`config.mk`:
```
export PLATFORM = sky130hd
export DESIGN_NAME = spdc_top
export DESIGN_NICKNAME = d
export VERILOG_FILES = /design/src/hw/spdc_pkg.sv /design/src/hw/spdc_compare.sv /design/src/hw/spdc_top.sv
export VERILOG_INCLUDE_DIRS = /design/src /design/src/hw
export SDC_FILE = /design/constraint.sdc
export NUM_CORES = 2
export LEC_CHECK = 0
export BUFFER_PORTS_ARGS = -buffer_cell sky130_fd_sc_hd__buf_2
export CAP_MARGIN = 15
export CORE_MARGIN = 1
export CORE_UTILIZATION = 59
export CTS_BUF_LIST = sky130_fd_sc_hd__clkbuf_4
export DETAILED_ROUTE_END_ITERATION = 12
export PLACE_DENSITY = 0.73
export SETUP_SLACK_MARGIN = 0.02
export SYNTH_ARGS = -nofsm -noshare
export SYNTH_HDL_FRONTEND = slang
export SYNTH_SLANG_ARGS = --single-unit
export TNS_END_PERCENT = 1
```
`constraint.sdc`:
```
create_clock -name i_clk -period 78.4 [get_ports i_clk]
set_input_delay 11.76 -clock i_clk [delete_from_list [all_inputs] [get_ports i_clk]]
set_output_delay 11.76 -clock i_clk [all_outputs]
set_load 0.1 [all_outputs]
```
`src/hw/spdc_consts.svh`:
```
// Purpose: Constants for the setpoint detect and compare unit
// Assumes: 16-bit samples, sixteen setpoints
// Notes:   Included by bare name
`ifndef SPDC_CONSTS_SVH
`define SPDC_CONSTS_SVH

`define SPDC_NUM_SP      16
`define SPDC_DATA_W      16
`define SPDC_IDX_W       4
`define SPDC_PORT_W      8
`define SPDC_NUM_DAC     4
`define SPDC_NUM_TMR     4
`define SPDC_DAC_SEL_W   2
// Criterion codes
`define SPDC_CRIT_INSIDE  3'h0
`define SPDC_CRIT_OUTSIDE 3'h1
`define SPDC_CRIT_GT      3'h2
`define SPDC_CRIT_LT      3'h3
`define SPDC_CRIT_EQ      3'h4
`define SPDC_CRIT_HYST    3'h5
// Target codes
`define SPDC_TGT_NONE     2'h0
`define SPDC_TGT_PORT     2'h1
`define SPDC_TGT_DAC      2'h2
`define SPDC_TGT_TIMER    2'h3
// Reset values
`define SPDC_FLAGS_RST    16'h0000
`define SPDC_PORT_RST     8'h00

`endif

```
`src/hw/spdc_pkg.sv`:
```
// Purpose: Types for the setpoint detect and compare unit
// Assumes: Constants header is on the include path
// Notes:   Types only
`include "spdc_consts.svh"

package spdc_pkg;

  typedef logic [`SPDC_DATA_W-1:0] spdc_word_t;
  typedef logic [`SPDC_IDX_W-1:0]  spdc_idx_t;

  typedef enum logic [2:0] {
    SPDC_IDLE  = 3'b001,
    SPDC_ARMED = 3'b010,
    SPDC_RUN   = 3'b100
  } spdc_state_e;

endpackage : spdc_pkg

```
`src/hw/spdc_compare.sv`:
```
// Purpose: One setpoint comparator with hysteresis state
// Assumes: Limits and criterion stable while running
// Notes:   Sample is unsigned 16 bits
`timescale 1ns/1ps
`default_nettype none
`include "spdc_consts.svh"

module spdc_compare
  import spdc_pkg::*;
(
  input  wire logic       i_clk,
  input  wire logic       i_rst_n,
  input  wire logic       i_clear,
  input  wire logic       i_eval,
  input  wire spdc_word_t i_sample,
  input  wire spdc_word_t i_limit_hi,
  input  wire spdc_word_t i_limit_lo,
  input  wire logic [2:0] i_crit,
  output logic            o_true,
  output logic            o_hyst_hi,
  output logic            o_hyst_move
);

  wire above_hi = i_sample > i_limit_hi;
  wire below_hi = i_sample < i_limit_hi;
  wire above_lo = i_sample > i_limit_lo;
  wire below_lo = i_sample < i_limit_lo;
  wire is_hyst  = i_crit == `SPDC_CRIT_HYST;

  logic hyst_hi;
  logic crit_met;

  always_comb begin
    case (i_crit)
      `SPDC_CRIT_INSIDE:  crit_met = below_hi && above_lo;
      `SPDC_CRIT_OUTSIDE: crit_met = above_hi || below_lo;
      `SPDC_CRIT_GT:      crit_met = above_lo;
      `SPDC_CRIT_LT:      crit_met = below_hi;
      `SPDC_CRIT_EQ:      crit_met = i_sample == i_limit_hi;
      `SPDC_CRIT_HYST:    crit_met = above_hi ? 1'b1 : (below_lo ? 1'b0 : hyst_hi);
      default:            crit_met = 1'b0;
    endcase
  end

  // Hysteresis latch: high once above, low once below, held inside window
  wire next_hyst_hi = above_hi ? 1'b1 : (below_lo ? 1'b0 : hyst_hi);

  always_ff @(posedge i_clk or negedge i_rst_n) begin
    if (!i_rst_n) begin
      hyst_hi <= 1'b0;
    end else if (i_clear) begin
      hyst_hi <= 1'b0;
    end else if (i_eval && is_hyst) begin
      hyst_hi <= next_hyst_hi;
    end
  end

  assign o_true      = crit_met;
  assign o_hyst_hi   = above_hi;
  assign o_hyst_move = is_hyst && (above_hi || below_lo);

endmodule : spdc_compare

`default_nettype wire

```
`src/hw/spdc_top.sv`:
```
// Purpose: Setpoint detection on the scan stream driving port, DAC and timer updates
// Assumes: Configuration loaded before arming; one sample per valid strobe
// Notes:   Evaluation once per scan sample of the owning channel
//
// Summary of operation
// Upper and lower 16-bit limit per setpoint
// Host loads configuration before acquisition runs
// Inside: below upper and above lower
// Outside: above upper or below lower
// Greater: above lower, upper ignored
// Less: below upper, lower ignored
// Equal: matches upper exactly
// Host uses equality only for counters
// Hysteresis: above upper forces second value
// Hysteresis: below lower forces first value
// True writes first value to target
// True-and-false mode writes second value
// True-only mode leaves target unchanged
// Third digital port starts as input
// Evaluation starts at arm for soft triggers
// Status word bit n is setpoint n
// Status bit shows criterion currently met
// Host places status word last in scan
// One setpoint per channel, sixteen maximum
// Each setpoint evaluated once per scan
// Port byte with mask per setpoint
`timescale 1ns/1ps
`default_nettype none
`include "spdc_consts.svh"

module spdc_top
  import spdc_pkg::*;
(
  input  wire logic                    i_clk,
  input  wire logic                    i_rst_n,
  // Configuration port, used only while idle
  input  wire logic                    i_cfg_we,
  input  wire spdc_idx_t               i_cfg_sel,
  input  wire logic                    i_cfg_en,
  input  wire spdc_word_t              i_cfg_limit_hi,
  input  wire spdc_word_t              i_cfg_limit_lo,
  input  wire logic [2:0]              i_cfg_crit,
  input  wire logic [1:0]              i_cfg_target,
  input  wire logic [1:0]              i_cfg_unit,
  input  wire logic                    i_cfg_true_false,
  input  wire spdc_word_t              i_cfg_value1,
  input  wire spdc_word_t              i_cfg_value2,
  input  wire logic [7:0]              i_cfg_mask,
  input  wire logic [7:0]              i_cfg_channel,
  // Third digital port direction control
  input  wire logic                    i_port_dir_we,
  input  wire logic                    i_port_dir_out,
  input  wire logic [7:0]              i_port_init,
  // Acquisition control
  input  wire logic                    i_arm,
  input  wire logic                    i_hw_trigger_mode,
  input  wire logic                    i_trigger,
  input  wire logic                    i_stop,
  // Scan stream
  input  wire logic                    i_smp_valid,
  input  wire logic [7:0]              i_smp_channel,
  input  wire spdc_word_t              i_smp_data,
  input  wire logic                    i_scan_end,
  // Outputs
  output logic [7:0]                   o_third_digital_port,
  output logic [7:0]                   o_third_digital_port_oe,
  output logic                         o_dac_we,
  output logic [1:0]                   o_dac_sel,
  output spdc_word_t                   o_dac_value,
  output logic                         o_timer_we,
  output logic [1:0]                   o_timer_sel,
  output spdc_word_t                   o_timer_value,
  output spdc_word_t                   o_setpoint_condition_flags,
  output spdc_word_t                   o_detect,
  output logic                         o_running
);

  // ****************************************************************
  // Reset synchroniser
  // ****************************************************************
  // Only the second flop is read by the rest of the design
  logic rst_meta_n;
  logic rst_n;

  always_ff @(posedge i_clk or negedge i_rst_n) begin
    if (!i_rst_n) begin
      rst_meta_n <= 1'b0;
      rst_n      <= 1'b0;
    end else begin
      rst_meta_n <= 1'b1;
      rst_n      <= rst_meta_n;
    end
  end

  // ****************************************************************
  // Run control
  // ****************************************************************
  // Hardware trigger modes wait in ARMED for the trigger
  spdc_state_e state;
  spdc_state_e next_state;

  always_comb begin
    next_state = state;
    case (state)
      SPDC_IDLE:  if (i_arm) next_state = i_hw_trigger_mode ? SPDC_ARMED : SPDC_RUN;
      SPDC_ARMED: if (i_stop) next_state = SPDC_IDLE;
                  else if (i_trigger) next_state = SPDC_RUN;
      SPDC_RUN:   if (i_stop) next_state = SPDC_IDLE;
      default:    next_state = SPDC_IDLE;
    endcase
  end

  always_ff @(posedge i_clk or negedge rst_n) begin
    if (!rst_n) begin
      state <= SPDC_IDLE;
    end else begin
      state <= next_state;
    end
  end

  wire running  = state == SPDC_RUN;
  wire arm_edge = (state == SPDC_IDLE) && i_arm;
  wire cfg_ok   = i_cfg_we && (state == SPDC_IDLE);

  // ****************************************************************
  // Setpoint table and comparators
  // ****************************************************************
  spdc_word_t limit_hi [`SPDC_NUM_SP];
  spdc_word_t limit_lo [`SPDC_NUM_SP];
  spdc_word_t value1   [`SPDC_NUM_SP];
  spdc_word_t value2   [`SPDC_NUM_SP];
  logic [2:0] crit     [`SPDC_NUM_SP];
  logic [1:0] target   [`SPDC_NUM_SP];
  logic [1:0] unit     [`SPDC_NUM_SP];
  logic [7:0] mask     [`SPDC_NUM_SP];
  logic [7:0] chan     [`SPDC_NUM_SP];
  logic [`SPDC_NUM_SP-1:0] sp_en;
  logic [`SPDC_NUM_SP-1:0] true_false;
  logic [`SPDC_NUM_SP-1:0] hit;
  logic [`SPDC_NUM_SP-1:0] met;
  logic [`SPDC_NUM_SP-1:0] hyst_hi;
  logic [`SPDC_NUM_SP-1:0] hyst_move;
  logic [`SPDC_NUM_SP-1:0] dup;
  logic [`SPDC_NUM_SP-1:0] want_upd;
  spdc_word_t flags;

  genvar g;
  generate
    for (g = 0; g < `SPDC_NUM_SP; g++) begin : g_sp
      // Refuse a second setpoint on a channel already owned
      logic [`SPDC_NUM_SP-1:0] same;
      for (genvar k = 0; k < `SPDC_NUM_SP; k++) begin : g_dup
        assign same[k] = (k != g) && sp_en[k] && (chan[k] == i_cfg_channel);
      end
      assign dup[g] = |same;

      always_ff @(posedge i_clk or negedge rst_n) begin
        if (!rst_n) begin
          sp_en[g]      <= 1'b0;
          limit_hi[g]   <= 16'h0000;
          limit_lo[g]   <= 16'h0000;
          value1[g]     <= 16'h0000;
          value2[g]     <= 16'h0000;
          crit[g]       <= `SPDC_CRIT_INSIDE;
          target[g]     <= `SPDC_TGT_NONE;
          unit[g]       <= 2'h0;
          mask[g]       <= 8'h00;
          chan[g]       <= 8'h00;
          true_false[g] <= 1'b0;
        end else if (cfg_ok && (i_cfg_sel == spdc_idx_t'(g))) begin
          sp_en[g]      <= i_cfg_en && !dup[g];
          limit_hi[g]   <= i_cfg_limit_hi;
          limit_lo[g]   <= i_cfg_limit_lo;
          value1[g]     <= i_cfg_value1;
          value2[g]     <= i_cfg_value2;
          crit[g]       <= i_cfg_crit;
          target[g]     <= i_cfg_target;
          unit[g]       <= i_cfg_unit;
          mask[g]       <= i_cfg_mask;
          chan[g]       <= i_cfg_channel;
          true_false[g] <= i_cfg_true_false;
        end
      end

      // One evaluation per scan, on the owning channel's sample
      assign hit[g] = running && i_smp_valid && sp_en[g] && (i_smp_channel == chan[g]);

      // Hysteresis updates on every sample outside the window; others per update mode
      assign want_upd[g] = hit[g] && ((crit[g] == `SPDC_CRIT_HYST) ? hyst_move[g]
                                      : (met[g] || true_false[g]));

      spdc_compare u_cmp (
        .i_clk       (i_clk),
        .i_rst_n     (rst_n),
        .i_clear     (arm_edge),
        .i_eval      (hit[g]),
        .i_sample    (i_smp_data),
        .i_limit_hi  (limit_hi[g]),
        .i_limit_lo  (limit_lo[g]),
        .i_crit      (crit[g]),
        .o_true      (met[g]),
        .o_hyst_hi   (hyst_hi[g]),
        .o_hyst_move (hyst_move[g])
      );

      always_ff @(posedge i_clk or negedge rst_n) begin
        if (!rst_n) begin
          flags[g] <= 1'b0;
        end else if (arm_edge) begin
          flags[g] <= 1'b0;
        end else if (hit[g]) begin
          flags[g] <= met[g];
        end
      end
    end
  endgenerate

  // ****************************************************************
  // Output update selection
  // ****************************************************************
  // At most one sample per cycle, so at most one setpoint fires; lowest index wins
  logic       upd;
  spdc_idx_t  upd_idx;

  always_comb begin
    upd     = 1'b0;
    upd_idx = '0;
    for (int i = `SPDC_NUM_SP - 1; i >= 0; i--) begin
      if (want_upd[i]) begin
        upd     = 1'b1;
        upd_idx = spdc_idx_t'(i);
      end
    end
  end

  wire        sel_hyst  = crit[upd_idx] == `SPDC_CRIT_HYST;
  wire        use_two   = sel_hyst ? hyst_hi[upd_idx] : !met[upd_idx];
  wire [15:0] upd_value = use_two ? value2[upd_idx] : value1[upd_idx];
  wire [1:0]  upd_tgt   = upd ? target[upd_idx] : `SPDC_TGT_NONE;
  wire [7:0]  upd_mask  = mask[upd_idx];
  wire [7:0]  next_port = (o_third_digital_port & ~upd_mask) | (upd_value[7:0] & upd_mask);
  wire        upd_port  = upd_tgt == `SPDC_TGT_PORT;
  wire        upd_dac   = upd_tgt == `SPDC_TGT_DAC;
  wire        upd_timer = upd_tgt == `SPDC_TGT_TIMER;

  // ****************************************************************
  // Output registers
  // ****************************************************************
  // Direction load is taken only while not running; setpoint updates win during a run
  always_ff @(posedge i_clk or negedge rst_n) begin
    if (!rst_n) begin
      o_third_digital_port    <= `SPDC_PORT_RST;
      o_third_digital_port_oe <= 8'h00;
    end else if (i_port_dir_we && !running) begin
      o_third_digital_port    <= i_port_init;
      o_third_digital_port_oe <= {8{i_port_dir_out}};
    end else if (upd_port) begin
      o_third_digital_port    <= next_port;
    end
  end

  always_ff @(posedge i_clk or negedge rst_n) begin
    if (!rst_n) begin
      o_dac_we      <= 1'b0;
      o_dac_sel     <= 2'h0;
      o_dac_value   <= 16'h0000;
      o_timer_we    <= 1'b0;
      o_timer_sel   <= 2'h0;
      o_timer_value <= 16'h0000;
    end else begin
      o_dac_we   <= upd_dac;
      o_timer_we <= upd_timer;
      if (upd_dac) begin
        o_dac_sel   <= unit[upd_idx];
        o_dac_value <= upd_value;
      end
      if (upd_timer) begin
        o_timer_sel   <= unit[upd_idx];
        o_timer_value <= upd_value;
      end
    end
  end

  // ****************************************************************
  // Status word
  // ****************************************************************
  // Status word is sampled into the scan at scan end, so it belongs last
  spdc_word_t detect_q;

  always_ff @(posedge i_clk or negedge rst_n) begin
    if (!rst_n) begin
      detect_q <= `SPDC_FLAGS_RST;
    end else if (i_scan_end) begin
      detect_q <= flags;
    end
  end

  assign o_setpoint_condition_flags = flags;
  assign o_detect                   = detect_q;
  assign o_running                  = running;

endmodule : spdc_top

`default_nettype wire

```
==> results.toml <==
[sta]
period_minus_slack_ns = 19.13
final-setup-viol-count = 0
maxSlewViolCount = 0
slew_headroom_pct = 14.8
skew_ns = 0.131
fin_ws_ns = 59.27
rsz0062_at_grt = "false"
finalCritPeriodShare_pct = 24.4
finalHoldViolations = 0
timing.setup.tns_ns = 0
fmax_mhz = 52.3
worst_pin_slew_ns = 1.27

[floorplan]
fp.dieH_um = 378
die_area_um2 = 143000
die_w_um = 378
core_area_um2 = 140000
start_util_pct = 59.7
rows = 137
pin_count = 223

[synthesis]
syn_inst = 7885
syn_nets = 8533
synthArstFlopShare_pct = 100
avgSynthCellArea_um2 = 10.6
synth_edf_count = 0
yosysWarnings = 0
ys.flop_type = "dfrtp_1"
synth.distinct_cells = 101
ys_ff_latch = 1524
netlist_area_um2 = 83600
synth_seq_area_share_pct = 45.6

[grt]
grt_usage_pct = 35.9
grt_max_degree = 165
grt_first_pass_wirelength_mm = 389
antenna_found_initial = 22
overflow = 0
grt_pass1_vias = 65100

[power_and_ir_drop]
p_leak_uw = 0.0430
power_density_nw_per_um2 = 33.5
max-vdd-ir-drop_v = 0.0000250

[clock_network]
numCtsBuffers = 414
cts_root_buf = "clkbuf_4"
clk_pin_slew_worst_paths_ns = 0.06
tritoncts = "yes"
ctsResizeCount = 0
ctsHoldBuffers = 0
post_cts_buffers = 0
cts_num_sinks = 1524
htreeDepth = 5
clk_path_buf_depth = 4
clock_latency_ns = 1.40

[routing]
via_per_inst = 6.24
drc = 0
dr.pass1.iters = 8
wirelength_mm = 254
ant_nets = 0
vias = 64400
drt_iter0_drc = 5348
wl_per_cell_um = 24.6

[finish]
fillers = 11200
final_nets = 8810
final_util_pct = 65.2
multiInputGateArea_um2 = 41800
drive_gt1_share_pct = 27.5
area_growth_pct = 9.19
seq_area_um2 = 38100
instances_no_fill = 10300

[placed_design]
portBuffers = 222
dpl.hpwl_mm = 162
pre_cts_slack_ns = 58.21
place.gp.congestion = 0.940
dp_cells = 9621

[critical_path]
worst_path_dominant_cell_family = "compound AO/OA/AOI/OAI gates"
arrival_ns = 20.36
cp_common_cell = "nand4_1"
path_cells = "buf_2, buf_4, ha_1, nand4_1, nor4_1, o21ai_0, o2111ai_1, or4b_1, nand4_1, o311ai_0, a311oi_1, a211oi_2, or2_4, clkinv_1, a211oi_1, a21oi_1, o22ai_1, nand2_2, o31ai_1"
path_class = "input port to flip-flop"
cp_slowest_stage_delay_ns = 0.98
critical_path_buf_inv_count = 3
crit_fanout = 61
cp.required_ns = 79.64
worst_setup_path_end_kind = "flip-flop"
critPathLaunchType = "input port"
cp_slowest_cell = "clkinv_1"

[run_status]
outcome = "completed"

[worst_hold_path]
holdCritPathClass = "flip-flop to asynchronous set/reset pin"

[job]
drv_cap = 0
==> routing by layer <==
| metal | vias to the layer above | GRT usage (%) | wire, um |
|---|---|---|---|
| met2 | 2687 | 56.8 | 117000 |
| met1 | 32400 | 46.4 | 103000 |
| met3 | 763 | 7.23 | 20600 |
| li1 | 28600 | - | - |
| met5 | - | 0 | 93 |
| met4 | 14 | 19.0 | 13700 |
==> cells in the final DEF (no fill, tap or decap), types with 171 or more instances in the layout <==
| cell | count |
|---|---|
| ha_1 | 512 |
| buf_2 | 222 |
| o21ai_0 | 370 |
| dfrtp_1 | 1522 |
| clkbuf_4 | 620 |
| mux2i_1 | 171 |
| inv_1 | 549 |
| a21oi_1 | 263 |
| nand3_1 | 334 |
| nand2_1 | 944 |
| mux2_2 | 1264 |
==> path summary, 6_finish.rpt <==
kind	end	cells past startpoint	startpoint	slack, ns
max reg2reg	o_timer_value[10]	18	limit_lo[108]	70.19
min reg2reg	mask[66]	0	rst_n	0.31
min in group i_clk	rst_n	0	rst_meta_n	0.36
min	mask[66]	0	rst_n	0.31
max in group asynchronous	rst_n	1	i_rst_n	68.11
max	o_timer_value[10]	19	i_smp_data[5]	59.27
==> stage by stage <==
stage               power (uW)  hold WS, ns  instance area, um2
floorplan                 2070        0.331               83600
global placement          2290        0.323               86200
detailed placement        2350        0.329               86200
CTS                       3050        0.330               91200
global route              3260        0.361               91300
finish                    3060        0.313               91300
==> registers in the layout (all words and copies together), names as in the netlist, 2 cells and up, named ones only <==
name,cells
state,3
o_dac_value,16
target,32
crit,48
o_detect,16
limit_hi,256
o_dac_sel,2
g_sp.u_cmp.hyst_hi,16
o_timer_value,16
sp_en,16
limit_lo,256
true_false,16
value1,256
value2,256
unit,32
o_setpoint_condition_flags,16
o_timer_sel,2
chan,128
mask,128
==> synth_stat cells, drive strengths merged, types with 129 or more instances <==
cell    number  area (um2)
dfrtp     1523       38100
mux2      1264       14200
nand2      955        3590
inv        550        2060
ha         512        6410
o21ai      382        1920
clkbuf     341        1280
nand3      335        1680
a21oi      267        1360
mux2i      172        1730
nor2       152         573
xor2       129        1130
==> cells by family after synthesis <==
family | count (synthesis) | share of synthesized area [%]
xor gates and xnor gates | 257 | 2.69
and+or+nand+nor | 2039 | 11.6
other | 1 | 0.00448
adders and majority gates | 512 | 7.66
muxes | 1436 | 19.1
buffers and inverters | 1009 | 4.69
AOI/OAI and AO/OA | 1107 | 8.62
DFF | 1524 | 45.6
==> where the power goes <==
group / internal, uW / leakage [uW] / switching [uW]
clock network: 363 / 0.00303 / 335
logic: 499 / 0.0207 / 567
registers: 1100 / 0.0193 / 186
==> area by class of cell <==
type	instances	area share [%]
Multi-Input combinational cell	5352	45.8
Timing Repair Buffer	319	2.12
Clock inverter	78	0.389
Antenna cell	13	0.0356
Sequential cell	1524	41.8
Clock buffer	620	5.10
Inverter	551	2.27
Tap cell	1876	2.57
Power figures use the tool's default switching activity.
